## src/shared/dll_pkg.sv

```systemverilog
package dll_pkg;

   // Register offsets on the plain register port
   localparam logic [7:0] ADDR_LINE_HOOK  = 8'h00;
   localparam logic [7:0] ADDR_POWER_PATH = 8'h01;
   localparam logic [7:0] ADDR_FRAME_STAT = 8'h02;
   localparam logic [7:0] ADDR_AUX_LVL    = 8'h04;
   localparam logic [7:0] ADDR_RING_THR   = 8'h05;
   localparam logic [7:0] ADDR_LINE_VOLT  = 8'h06;

   // Field positions
   localparam int unsigned OHSEL_HI       = 7;
   localparam int unsigned OHSEL_LO       = 6;
   localparam int unsigned LSTATE_HI      = 1;
   localparam int unsigned LSTATE_LO      = 0;
   localparam int unsigned SYSPD_BIT      = 6;
   localparam int unsigned LSPD_BIT       = 5;
   localparam int unsigned ZFORCE_OFF_BIT = 4;
   localparam int unsigned HYBTX_BIT      = 2;
   localparam int unsigned FLOCK_BIT      = 3;
   localparam int unsigned RXGAIN_HI      = 3;
   localparam int unsigned RXGAIN_LO      = 2;
   localparam int unsigned TXGAIN_HI      = 1;
   localparam int unsigned TXGAIN_LO      = 0;
   localparam int unsigned RINGBAND_BIT   = 0;

   // Reset values
   localparam logic [1:0] OHSEL_RST  = 2'h1;
   localparam logic [1:0] LSTATE_RST = 2'h0;
   localparam logic [6:0] POWER_RST = 7'h00;
   localparam logic [3:0] LEVEL_RST = 4'hF;
   localparam logic       RING_RST  = 1'b0;

   typedef enum logic [1:0] {
      DLL_ON_HOOK  = 2'b00,
      DLL_OFF_HOOK = 2'b01,
      DLL_MONITOR  = 2'b10,
      DLL_LSTATE_RSVD = 2'b11
   } dll_line_state_t;

   // Off-hook counter lengths in ms, per select code
   localparam logic [9:0] OFFHOOK_MS_00 = 10'h200;
   localparam logic [9:0] OFFHOOK_MS_01 = 10'h080;
   localparam logic [9:0] OFFHOOK_MS_10 = 10'h040;
   localparam logic [9:0] OFFHOOK_MS_11 = 10'h008;

   // Analog output attenuation in dB, per level code (code 11 mutes)
   localparam logic [7:0] RX_DB_00 = 8'h00;
   localparam logic [7:0] RX_DB_01 = 8'h06;
   localparam logic [7:0] RX_DB_10 = 8'h0C;
   localparam logic [7:0] TX_DB_00 = 8'h12;
   localparam logic [7:0] TX_DB_01 = 8'h18;
   localparam logic [7:0] TX_DB_10 = 8'h1E;
   localparam logic [1:0] LVL_MUTE = 2'h3;

   // Timing
   localparam int unsigned CLK_PERIOD_NS = 10;
   localparam int unsigned MS_NS         = 1000000;
   localparam int unsigned MS_CYCLES     = (MS_NS + CLK_PERIOD_NS - 1) / CLK_PERIOD_NS;

endpackage

```

## src/dll_offhook_timer.sv

```systemverilog
module dll_offhook_timer
   import dll_pkg::*;
#(
   parameter int unsigned MS_CYCLES_P = MS_CYCLES
) (
   input  wire logic       clk_i,
   input  wire logic       rst_n_i,
   input  wire logic       active_i,
   input  wire logic [1:0] len_sel_i,
   output logic            done_o
);

   localparam int unsigned PW = $clog2(MS_CYCLES_P + 1);

   logic [PW-1:0] pre_q;
   logic [9:0]    ms_q;
   logic          done_q;
   logic [9:0]    len_ms;
   logic          tick;
   logic [9:0]    ms_next;

   assign len_ms  = (len_sel_i == 2'h0) ? OFFHOOK_MS_00 :
                    (len_sel_i == 2'h1) ? OFFHOOK_MS_01 :
                    (len_sel_i == 2'h2) ? OFFHOOK_MS_10 : OFFHOOK_MS_11;
   assign tick    = (pre_q == PW'(MS_CYCLES_P - 1));
   assign ms_next = ms_q + 10'h001;
   assign done_o  = done_q;

   // Count restarts whenever the line leaves off-hook; a length change
   // mid-count is compared against the running count, not restarted.
   always_ff @(posedge clk_i) begin
      if (!rst_n_i || !active_i) begin
         pre_q  <= '0;
         ms_q   <= 10'h000;
         done_q <= 1'b0;
      end else begin
         pre_q <= tick ? '0 : pre_q + PW'(1);
         if (tick && !done_q) begin
            ms_q   <= ms_next;
            done_q <= (ms_next >= len_ms);
         end
      end
   end

   property p_done_len;
      @(posedge clk_i) disable iff (!rst_n_i)
      $rose(done_q) |-> (ms_q >= len_ms) && $past(tick);
   endproperty
   a_done_len: assert property (p_done_len) else $error("off-hook done before length");

   property p_done_needs_active;
      @(posedge clk_i) disable iff (!rst_n_i)
      !active_i |=> !done_q && (ms_q == 10'h000);
   endproperty
   a_done_needs_active: assert property (p_done_needs_active) else $error("timer not cleared");

endmodule

```

## src/dll_regs.sv

```systemverilog
// Local design decisions: the register offsets and the plain strobed port.
module dll_regs
   import dll_pkg::*;
#(
   parameter int unsigned MS_CYCLES_P = MS_CYCLES
) (
   input  wire logic       CLK_I,
   input  wire logic       RST_N_I,
   input  wire logic [7:0] ADDR_I,
   input  wire logic [7:0] WDATA_I,
   input  wire logic       WR_I,
   input  wire logic       RD_I,
   output logic      [7:0] RDATA_O,
   input  wire logic       CTRL_STATE_WR_I,
   input  wire logic [1:0] CTRL_STATE_I,
   input  wire logic       FRAME_LOCK_I,
   input  wire logic [7:0] LINE_VOLT_I,
   input  wire logic       LINE_LOW_I,
   output logic      [1:0] LINE_STATE_SELECT_O,
   output logic            OFFHOOK_DONE_O,
   output logic            SYSTEM_POWERDOWN_O,
   output logic            LINESIDE_POWERDOWN_O,
   output logic            HYBRID_TX_CONNECT_O,
   output logic      [7:0] AUX_OUT_RX_GAIN_DB_O,
   output logic            AUX_OUT_RX_MUTE_O,
   output logic      [7:0] AUX_OUT_TX_GAIN_DB_O,
   output logic            AUX_OUT_TX_MUTE_O,
   output logic            RING_THRESHOLD_BAND_O,
   output logic      [7:0] LINE_VOLTAGE_STATUS_O
);

   logic [1:0] ohsel_q;
   logic [1:0] lstate_q;
   logic [6:0] pwr_q;
   logic [3:0] lvl_q;
   logic       ring_q;
   logic [7:0] rdata_q;
   logic [7:0] rx_db_q;
   logic       rx_mute_q;
   logic [7:0] tx_db_q;
   logic       tx_mute_q;
   logic       fl_s1_q;
   logic       fl_s2_q;
   logic [7:0] lv_s1_q;
   logic [7:0] lv_s2_q;
   logic       low_s1_q;
   logic       low_s2_q;
   logic [7:0] vstat_q;
   logic       offhook_done;

   // Address decode
   logic wr_hook;
   logic wr_pwr;
   logic wr_lvl;
   logic wr_ring;
   assign wr_hook = WR_I && (ADDR_I == ADDR_LINE_HOOK);
   assign wr_pwr  = WR_I && (ADDR_I == ADDR_POWER_PATH);
   assign wr_lvl  = WR_I && (ADDR_I == ADDR_AUX_LVL);
   assign wr_ring = WR_I && (ADDR_I == ADDR_RING_THR);

   // Line mode: reserved code is dropped so the line never enters an undefined state
   logic [1:0] lstate_host;
   logic       ctrl_ok;
   logic [1:0] lstate_d;
   logic [1:0] ohsel_d;
   assign lstate_host = (WDATA_I[LSTATE_HI:LSTATE_LO] == DLL_LSTATE_RSVD) ?
                        lstate_q : WDATA_I[LSTATE_HI:LSTATE_LO];
   assign ctrl_ok     = CTRL_STATE_WR_I && (CTRL_STATE_I != DLL_LSTATE_RSVD);
   // Controller wins a same-cycle collision; it tracks the real call state
   assign lstate_d    = ctrl_ok ? CTRL_STATE_I : (wr_hook ? lstate_host : lstate_q);
   assign ohsel_d     = wr_hook ? WDATA_I[OHSEL_HI:OHSEL_LO] : ohsel_q;

   logic [6:0] pwr_d;
   logic [3:0] lvl_d;
   logic       ring_d;
   assign pwr_d  = wr_pwr ? WDATA_I[6:0] : pwr_q;
   assign lvl_d  = wr_lvl ? WDATA_I[3:0] : lvl_q;
   assign ring_d = wr_ring ? WDATA_I[RINGBAND_BIT] : ring_q;

   // Gain decode from the next level value, so outputs move with the register
   logic [1:0] rxsel_d;
   logic [1:0] txsel_d;
   logic [7:0] rx_db_d;
   logic [7:0] tx_db_d;
   assign rxsel_d = lvl_d[RXGAIN_HI:RXGAIN_LO];
   assign txsel_d = lvl_d[TXGAIN_HI:TXGAIN_LO];
   assign rx_db_d = (rxsel_d == 2'h0) ? RX_DB_00 :
                    (rxsel_d == 2'h1) ? RX_DB_01 :
                    (rxsel_d == 2'h2) ? RX_DB_10 : rx_db_q;
   assign tx_db_d = (txsel_d == 2'h0) ? TX_DB_00 :
                    (txsel_d == 2'h1) ? TX_DB_01 :
                    (txsel_d == 2'h2) ? TX_DB_10 : tx_db_q;

   always_ff @(posedge CLK_I) begin
      if (!RST_N_I) begin
         ohsel_q  <= OHSEL_RST;
         lstate_q <= LSTATE_RST;
         pwr_q    <= POWER_RST;
         lvl_q    <= LEVEL_RST;
         ring_q   <= RING_RST;
      end else begin
         ohsel_q  <= ohsel_d;
         lstate_q <= lstate_d;
         pwr_q  <= pwr_d;
         lvl_q  <= lvl_d;
         ring_q <= ring_d;
      end
   end

   always_ff @(posedge CLK_I) begin
      if (!RST_N_I) begin
         rx_db_q   <= RX_DB_00;
         rx_mute_q <= 1'b1;
         tx_db_q   <= TX_DB_00;
         tx_mute_q <= 1'b1;
      end else begin
         rx_db_q   <= rx_db_d;
         rx_mute_q <= (rxsel_d == LVL_MUTE);
         tx_db_q   <= tx_db_d;
         tx_mute_q <= (txsel_d == LVL_MUTE);
      end
   end

   // Pin synchronisers. The voltage word changes slowly against the clock,
   // so a plain two-stage capture is accepted; a mid-change sample lasts one cycle.
   always_ff @(posedge CLK_I) begin
      if (!RST_N_I) begin
         fl_s1_q  <= 1'b0;
         fl_s2_q  <= 1'b0;
         lv_s1_q  <= 8'h00;
         lv_s2_q  <= 8'h00;
         low_s1_q <= 1'b0;
         low_s2_q <= 1'b0;
         vstat_q  <= 8'h00;
      end else begin
         fl_s1_q  <= FRAME_LOCK_I;
         fl_s2_q  <= fl_s1_q;
         lv_s1_q  <= LINE_VOLT_I;
         lv_s2_q  <= lv_s1_q;
         low_s1_q <= LINE_LOW_I;
         low_s2_q <= low_s1_q;
         vstat_q  <= (low_s2_q && !pwr_q[ZFORCE_OFF_BIT]) ? 8'h00 : lv_s2_q;
      end
   end

   dll_offhook_timer #(
      .MS_CYCLES_P (MS_CYCLES_P)
   ) u_offhook (
      .clk_i     (CLK_I),
      .rst_n_i   (RST_N_I),
      .active_i  (lstate_q == DLL_OFF_HOOK),
      .len_sel_i (ohsel_q),
      .done_o    (offhook_done)
   );

   // Read path; unmapped addresses and idle cycles return zero
   logic [7:0] rd_mux;
   assign rd_mux = (ADDR_I == ADDR_LINE_HOOK)  ? {ohsel_q, 4'h0, lstate_q} :
                   (ADDR_I == ADDR_POWER_PATH) ? {1'b0, pwr_q} :
                   (ADDR_I == ADDR_FRAME_STAT) ? {4'h0, fl_s2_q, 3'h0} :
                   (ADDR_I == ADDR_AUX_LVL)    ? {4'h0, lvl_q} :
                   (ADDR_I == ADDR_RING_THR)   ? {7'h00, ring_q} :
                   (ADDR_I == ADDR_LINE_VOLT)  ? vstat_q : 8'h00;

   always_ff @(posedge CLK_I) begin
      if (!RST_N_I) begin
         rdata_q <= 8'h00;
      end else begin
         rdata_q <= RD_I ? rd_mux : 8'h00;
      end
   end

   assign RDATA_O               = rdata_q;
   assign LINE_STATE_SELECT_O   = lstate_q;
   assign OFFHOOK_DONE_O        = offhook_done;
   assign SYSTEM_POWERDOWN_O    = pwr_q[SYSPD_BIT];
   assign LINESIDE_POWERDOWN_O  = pwr_q[LSPD_BIT];
   assign HYBRID_TX_CONNECT_O   = pwr_q[HYBTX_BIT];
   assign AUX_OUT_RX_GAIN_DB_O  = rx_db_q;
   assign AUX_OUT_RX_MUTE_O     = rx_mute_q;
   assign AUX_OUT_TX_GAIN_DB_O  = tx_db_q;
   assign AUX_OUT_TX_MUTE_O     = tx_mute_q;
   assign RING_THRESHOLD_BAND_O = ring_q;
   assign LINE_VOLTAGE_STATUS_O = vstat_q;

   // Checks; reset default is checked while reset is applied
   property p_ohsel_reset;
      @(posedge CLK_I)
      !RST_N_I |=> (ohsel_q == OHSEL_RST) && (LINE_STATE_SELECT_O == DLL_ON_HOOK);
   endproperty
   a_ohsel_reset: assert property (p_ohsel_reset) else $error("off-hook select reset wrong");

   property p_state_rsvd;
      @(posedge CLK_I) disable iff (!RST_N_I)
      wr_hook && (WDATA_I[LSTATE_HI:LSTATE_LO] == DLL_LSTATE_RSVD) && !CTRL_STATE_WR_I
      |=> LINE_STATE_SELECT_O == $past(LINE_STATE_SELECT_O);
   endproperty
   a_state_rsvd: assert property (p_state_rsvd) else $error("reserved line mode taken");

   property p_ctrl_state;
      @(posedge CLK_I) disable iff (!RST_N_I)
      ctrl_ok |=> LINE_STATE_SELECT_O == $past(CTRL_STATE_I);
   endproperty
   a_ctrl_state: assert property (p_ctrl_state) else $error("controller line mode lost");

   property p_syspd;
      @(posedge CLK_I) disable iff (!RST_N_I)
      wr_pwr |=> (SYSTEM_POWERDOWN_O == $past(WDATA_I[SYSPD_BIT]))
                 && (RING_THRESHOLD_BAND_O == $past(RING_THRESHOLD_BAND_O));
   endproperty
   a_syspd: assert property (p_syspd) else $error("system powerdown not applied");

   property p_lspd_hold;
      @(posedge CLK_I) disable iff (!RST_N_I)
      !wr_pwr ##1 !wr_pwr |-> $stable(LINESIDE_POWERDOWN_O);
   endproperty
   a_lspd_hold: assert property (p_lspd_hold) else $error("line powerdown changed unwritten");

   property p_lspd_wr;
      @(posedge CLK_I) disable iff (!RST_N_I)
      wr_pwr |=> LINESIDE_POWERDOWN_O == $past(WDATA_I[LSPD_BIT]);
   endproperty
   a_lspd_wr: assert property (p_lspd_wr) else $error("line powerdown not applied");

   property p_vstat_force;
      @(posedge CLK_I) disable iff (!RST_N_I)
      low_s2_q && !pwr_q[ZFORCE_OFF_BIT] |=> LINE_VOLTAGE_STATUS_O == 8'h00;
   endproperty
   a_vstat_force: assert property (p_vstat_force) else $error("line voltage not forced");

   property p_vstat_pass;
      @(posedge CLK_I) disable iff (!RST_N_I)
      pwr_q[ZFORCE_OFF_BIT] |=> LINE_VOLTAGE_STATUS_O == $past(lv_s2_q);
   endproperty
   a_vstat_pass: assert property (p_vstat_pass) else $error("line voltage forced when off");

   property p_hybtx;
      @(posedge CLK_I) disable iff (!RST_N_I)
      wr_pwr |=> HYBRID_TX_CONNECT_O == $past(WDATA_I[HYBTX_BIT]);
   endproperty
   a_hybtx: assert property (p_hybtx) else $error("hybrid connect not applied");

   property p_flock;
      @(posedge CLK_I) disable iff (!RST_N_I)
      $past(RST_N_I) && $past(RST_N_I, 2) && RD_I && (ADDR_I == ADDR_FRAME_STAT)
      |=> RDATA_O == {4'h0, $past(FRAME_LOCK_I, 3), 3'h0};
   endproperty
   a_flock: assert property (p_flock) else $error("frame lock flag wrong");

   property p_rx_gain;
      @(posedge CLK_I) disable iff (!RST_N_I)
      wr_lvl && (WDATA_I[RXGAIN_HI:RXGAIN_LO] == 2'h1) |=> (AUX_OUT_RX_GAIN_DB_O == RX_DB_01)
                                                         && !AUX_OUT_RX_MUTE_O;
   endproperty
   a_rx_gain: assert property (p_rx_gain) else $error("receive gain wrong");

   property p_tx_mute;
      @(posedge CLK_I) disable iff (!RST_N_I)
      wr_lvl |=> AUX_OUT_TX_MUTE_O == ($past(WDATA_I[TXGAIN_HI:TXGAIN_LO]) == LVL_MUTE);
   endproperty
   a_tx_mute: assert property (p_tx_mute) else $error("transmit mute wrong");

   property p_ring;
      @(posedge CLK_I) disable iff (!RST_N_I)
      wr_ring |=> RING_THRESHOLD_BAND_O == $past(WDATA_I[RINGBAND_BIT]);
   endproperty
   a_ring: assert property (p_ring) else $error("ring band not applied");

   property p_rd_idle;
      @(posedge CLK_I) disable iff (!RST_N_I)
      !RD_I |=> RDATA_O == 8'h00;
   endproperty
   a_rd_idle: assert property (p_rd_idle) else $error("read data outside read slot");

   c_offhook_done: cover property (@(posedge CLK_I) disable iff (!RST_N_I)
                                   $rose(OFFHOOK_DONE_O));
   c_ctrl_state: cover property (@(posedge CLK_I) disable iff (!RST_N_I)
                                 ctrl_ok && wr_hook);
   c_vstat_force: cover property (@(posedge CLK_I) disable iff (!RST_N_I)
                                  low_s2_q && !pwr_q[ZFORCE_OFF_BIT] && (lv_s2_q != 8'h00));
   c_frame_read: cover property (@(posedge CLK_I) disable iff (!RST_N_I)
                                 RD_I && (ADDR_I == ADDR_FRAME_STAT) && fl_s2_q);

endmodule

```

## config.mk

```make
export PLATFORM = sky130hd
export DESIGN_NAME = dll_regs
export DESIGN_NICKNAME = d
export VERILOG_FILES = /design/src/shared/dll_pkg.sv /design/src/dll_offhook_timer.sv /design/src/dll_regs.sv
export SDC_FILE = /design/constraint.sdc
export NUM_CORES = 1
export LEC_CHECK = 0
export ABC_CLOCK_PERIOD_IN_PS = 6100
export BUFFER_PORTS_ARGS = -buffer_cell sky130_fd_sc_hd__buf_2
export CAP_MARGIN = 20
export CORE_MARGIN = 2
export CORE_UTILIZATION = 35
export DETAILED_ROUTE_END_ITERATION = 10
export GPL_TIMING_DRIVEN = 0
export PLACE_DENSITY = 0.52
export SYNTH_ARGS = -nofsm -noshare
export SYNTH_HDL_FRONTEND = slang
export SYNTH_SLANG_ARGS = --single-unit
```

## constraint.sdc

```tcl
create_clock -name CLK_I -period 6.1 [get_ports CLK_I]
set_input_delay 1.22 -clock CLK_I [delete_from_list [all_inputs] [get_ports CLK_I]]
set_output_delay 1.22 -clock CLK_I [all_outputs]
set_load 0.005 [all_outputs]
```

==> key figures <==
Route
  • Residual DRC: 0
  • Drt via density: 4.63
  • Vias: about 2.9k
  • Drt first pass iters: 4
  • Routed wire per std cell: 12.9 um
  • Routed Antenna Nets: 0
  • DRT iter0 DRCs: 142
  • Wirelength, routed: 8.17 mm

Min path
  • Worst Hold Path EP: LINE_VOLTAGE_STATUS_O[1]
  • Hold Crit Class: reg -> reg
  • Hold Startpoint: lv_s2_q[1]
  • Hold path depth: 1

Synth
  • Netlist cell types: 51
  • Post-synth top area share: 46.3%
  • Post-synth ARST share: 0%
  • Yosys warnings: 0
  • Post-synth EDFFs: 0
  • Sequential element share of the synthesized area: between 40% and 50%
  • Mean Syn Cell Area: between 9 and 10 um2
  • Post-Syn Instances: 410
  • Top post-synthesis cells by area: dfxtp_1, ha_1, and2_1, nor2_1, xnor2_1
  • Area of the mapped netlist: 3800 um2
  • Synth Register Bits: 88
  • Commonest register cell after synthesis: dfxtp_1
  • Area leader, netlist: dfxtp_1

Final layout
  • Multi-input logic area: 1880 um2
  • Inserted Diodes: 0
  • Share of layout cells above drive strength 1: 20.7%
  • Most frequent cells in the layout: dfxtp_1, buf_2, nor2_1
  • Fillers: 1,098
  • Layout Utilization: 41.8%
  • Commonest non-fill, non-tap cell in the layout: dfxtp_1
  • Area Overhead vs Synth: 17.8%
  • Nets: 538
  • Sequential cell area: 1760 um2

CTS
  • Number of buffers created by CTS: 9
  • H-Tree Level Count: 3
  • Worst-path clk slew: 90 ps
  • Num Clock Sinks: 88
  • CTS tree: done
  • Cts hold-fix bufs: 0
  • Post-cts resize count: 0
  • Clock Path Buffers: 2
  • CTS Root Cell: clkbuf_8
  • Setup bufs post-CTS: 0
  • Later-pin clock latency in the skew report: 370 ps

Timing
  • Max-slew headroom: 61.6%
  • Final period utilization: 53.9%
  • Tmin final: 3290 ps
  • Final WS setup: approximately 2800 ps
  • Setup violators final: 0
  • FMAX: 304 MHz
  • Setup repair after global routing missed its margin: no
  • Setup TNS: 0 ps
  • WHS: about 430 ps
  • Slew Limit Fails: 0
  • Clock skew: 12.2 ps
  • Final Hold Viols: 0
  • Worst-margin pin slew: roughly 570 ps

Die
  • Row count: 38
  • Initial Utilization: 35.5%
  • Die footprint: 11,700 um2
  • Die X: about 110 um
  • # IOs: 74
  • Die Ht: 108 um
  • Core Area: approximately 11,000 um2

Global route
  • Number of global-route vias before repair: 2,739
  • First-pass GRT wire length: 13.3 mm
  • Grt total ovfl: 0
  • Initial antenna violation count: 0
  • Total track usage: 15.0%
  • Pin count of the biggest net entering global routing: 16

Worst setup path
  • Worst reg2reg path depth: 9
  • Reg2reg start: u_offhook.ms_q[0]
  • R2r setup slk: 3800 ps
  • Critical Path Start Type: input pin
  • Reg-to-Reg End: u_offhook.done_o
  • Crit-path cells: buf_2 -> or4_4 -> nor2_8 -> and4_1 -> buf_4 -> mux2i_1 -> inv_1 -> ha_1 -> a211o_1
  • Worst Path Required: 6370 ps
  • Critical path class: in -> reg
  • Endpoint class of the critical path: flop
  • CP max-delay cell: or4_4
  • Worst Path Arrival: 3560 ps
  • Critical Path Fanout Max: 10
  • Crit path largest cell delay: 580 ps

Run
  • Max-cap violations: 0

Placed design
  • Post-place setup slack: ~2400 ps
  • Placer Congestion: between 0.8 and 0.9
  • Final HPWL DP: 6.22 mm
  • IO Port Bufs: 60

Run status
  • Run status: complete, no violations

Power
  • PD cells: 224 nW/um2
  • Total power: 1.00 mW
  • Worst-case vdd ir drop: 0.153 mV
  • Leakage: about 1.8 nW
==> metrics by stage <==
stage          instance area [um2]  instances
2_1_floorplan                 3830        418
3_3_place_gp                  4310        618
3_5_place_dp                  4310        618
4_1_cts                       4480        633
5_1_grt                       4480        633
6_report                      4480        633
==> worst max-delay path by stage <==
stage                                    to  slack (ps)      start  cells past startpoint
floorplan           AUX_OUT_TX_GAIN_DB_O[1]        2730  ADDR_I[4]                      8
global placement    AUX_OUT_TX_GAIN_DB_O[1]        2440  ADDR_I[4]                      9
detailed placement  AUX_OUT_TX_GAIN_DB_O[1]        2390  ADDR_I[4]                      9
CTS                 AUX_OUT_TX_GAIN_DB_O[1]        2790  ADDR_I[4]                      9
global route        AUX_OUT_TX_GAIN_DB_O[1]        2700  ADDR_I[4]                      9
finish              AUX_OUT_TX_GAIN_DB_O[1]        2810  ADDR_I[4]                      9
==> synth_stat cells (all sizes together), types with 2 or more instances <==
library cell / n
dfxtp: 88
nor2: 45
nand2: 30
and2: 29
nand3: 21
o21ai: 17
ha: 16
buf: 15
xnor2: 15
nor3: 13
clkbuf: 12
xor2: 12
inv: 11
mux2i: 10
nand4: 8
a21oi: 7
nand2b: 7
a32oi: 4
and3: 4
and4: 4
nor2b: 4
or3: 4
a21boi: 3
nor4b: 3
or4: 3
a211oi: 2
a22oi: 2
conb: 2
mux2: 2
nor3b: 2
nor4: 2
o221ai: 2
or2: 2
==> area by class of cell <==
| type | count | area share (%) |
|---|---|---|
| Buffer | 27 | 3.41 |
| Clock buffer | 9 | 2.77 |
| Clock inverter | 6 | 1.03 |
| Inverter | 11 | 0.922 |
| Multi-Input combinational cell | 292 | 41.9 |
| Sequential cell | 88 | 39.4 |
| Tap cell | 140 | 3.91 |
| Timing Repair Buffer | 60 | 6.71 |
==> layer usage <==
| metal | vias up | share of wire [%] | global-route usage (%) |
|---|---|---|---|
| met5 | - | 0 | 0 |
| met4 | 0 | 1.1 | 5.04 |
| met3 | 9 | 4.4 | 5.12 |
| met2 | 56 | 51 | 25.6 |
| met1 | 1333 | 43 | 17.5 |
| li1 | 1532 | - | - |
==> cell families (layout without fill, tap and decap cells) <==
group	Yosys count	in the layout	share of synthesized area, %
buffers and inverters	38	113	5.10
AO/OA/AOI/OAI	44	44	7.83
AND/OR/NAND/NOR	183	183	25.8
XOR/XNOR	27	27	6.22
flip-flops	88	88	46.3
multiplexers	12	12	3.23
adder cells (fa/ha/maj)	16	16	5.27
other	2	10	0.198
==> worst max-delay path, delay by kind of cell <==
family | cells | cell delay [ps]
adders and majority gates | 1 | 330
muxes | 1 | 360
AOI/OAI and AO/OA | 1 | 290
buffers and inverters | 3 | 390
and+or+nand+nor | 3 | 970
==> where the power goes <==
part	total, mW	switching, mW	internal (mW)
Combinational	0.0566	0.0319	0.0247
Sequential	0.587	0.00383	0.583
Clock	0.361	0.213	0.148
==> sequential cells by signal, indices dropped and copies added, names as in the netlist, 2 cells and up <==
signal and count:
LINE_STATE_SELECT_O 2, LINE_VOLTAGE_STATUS_O 8, AUX_OUT_TX_GAIN_DB_O 3, RDATA_O 8
u_offhook.ms_q 10, lv_s1_q 8, lv_s2_q 8, AUX_OUT_RX_GAIN_DB_O 3
pwr_q 7, ohsel_q 2, u_offhook.pre_q 17, lvl_q 4
No activity file was read; power rests on OpenSTA's default activity.
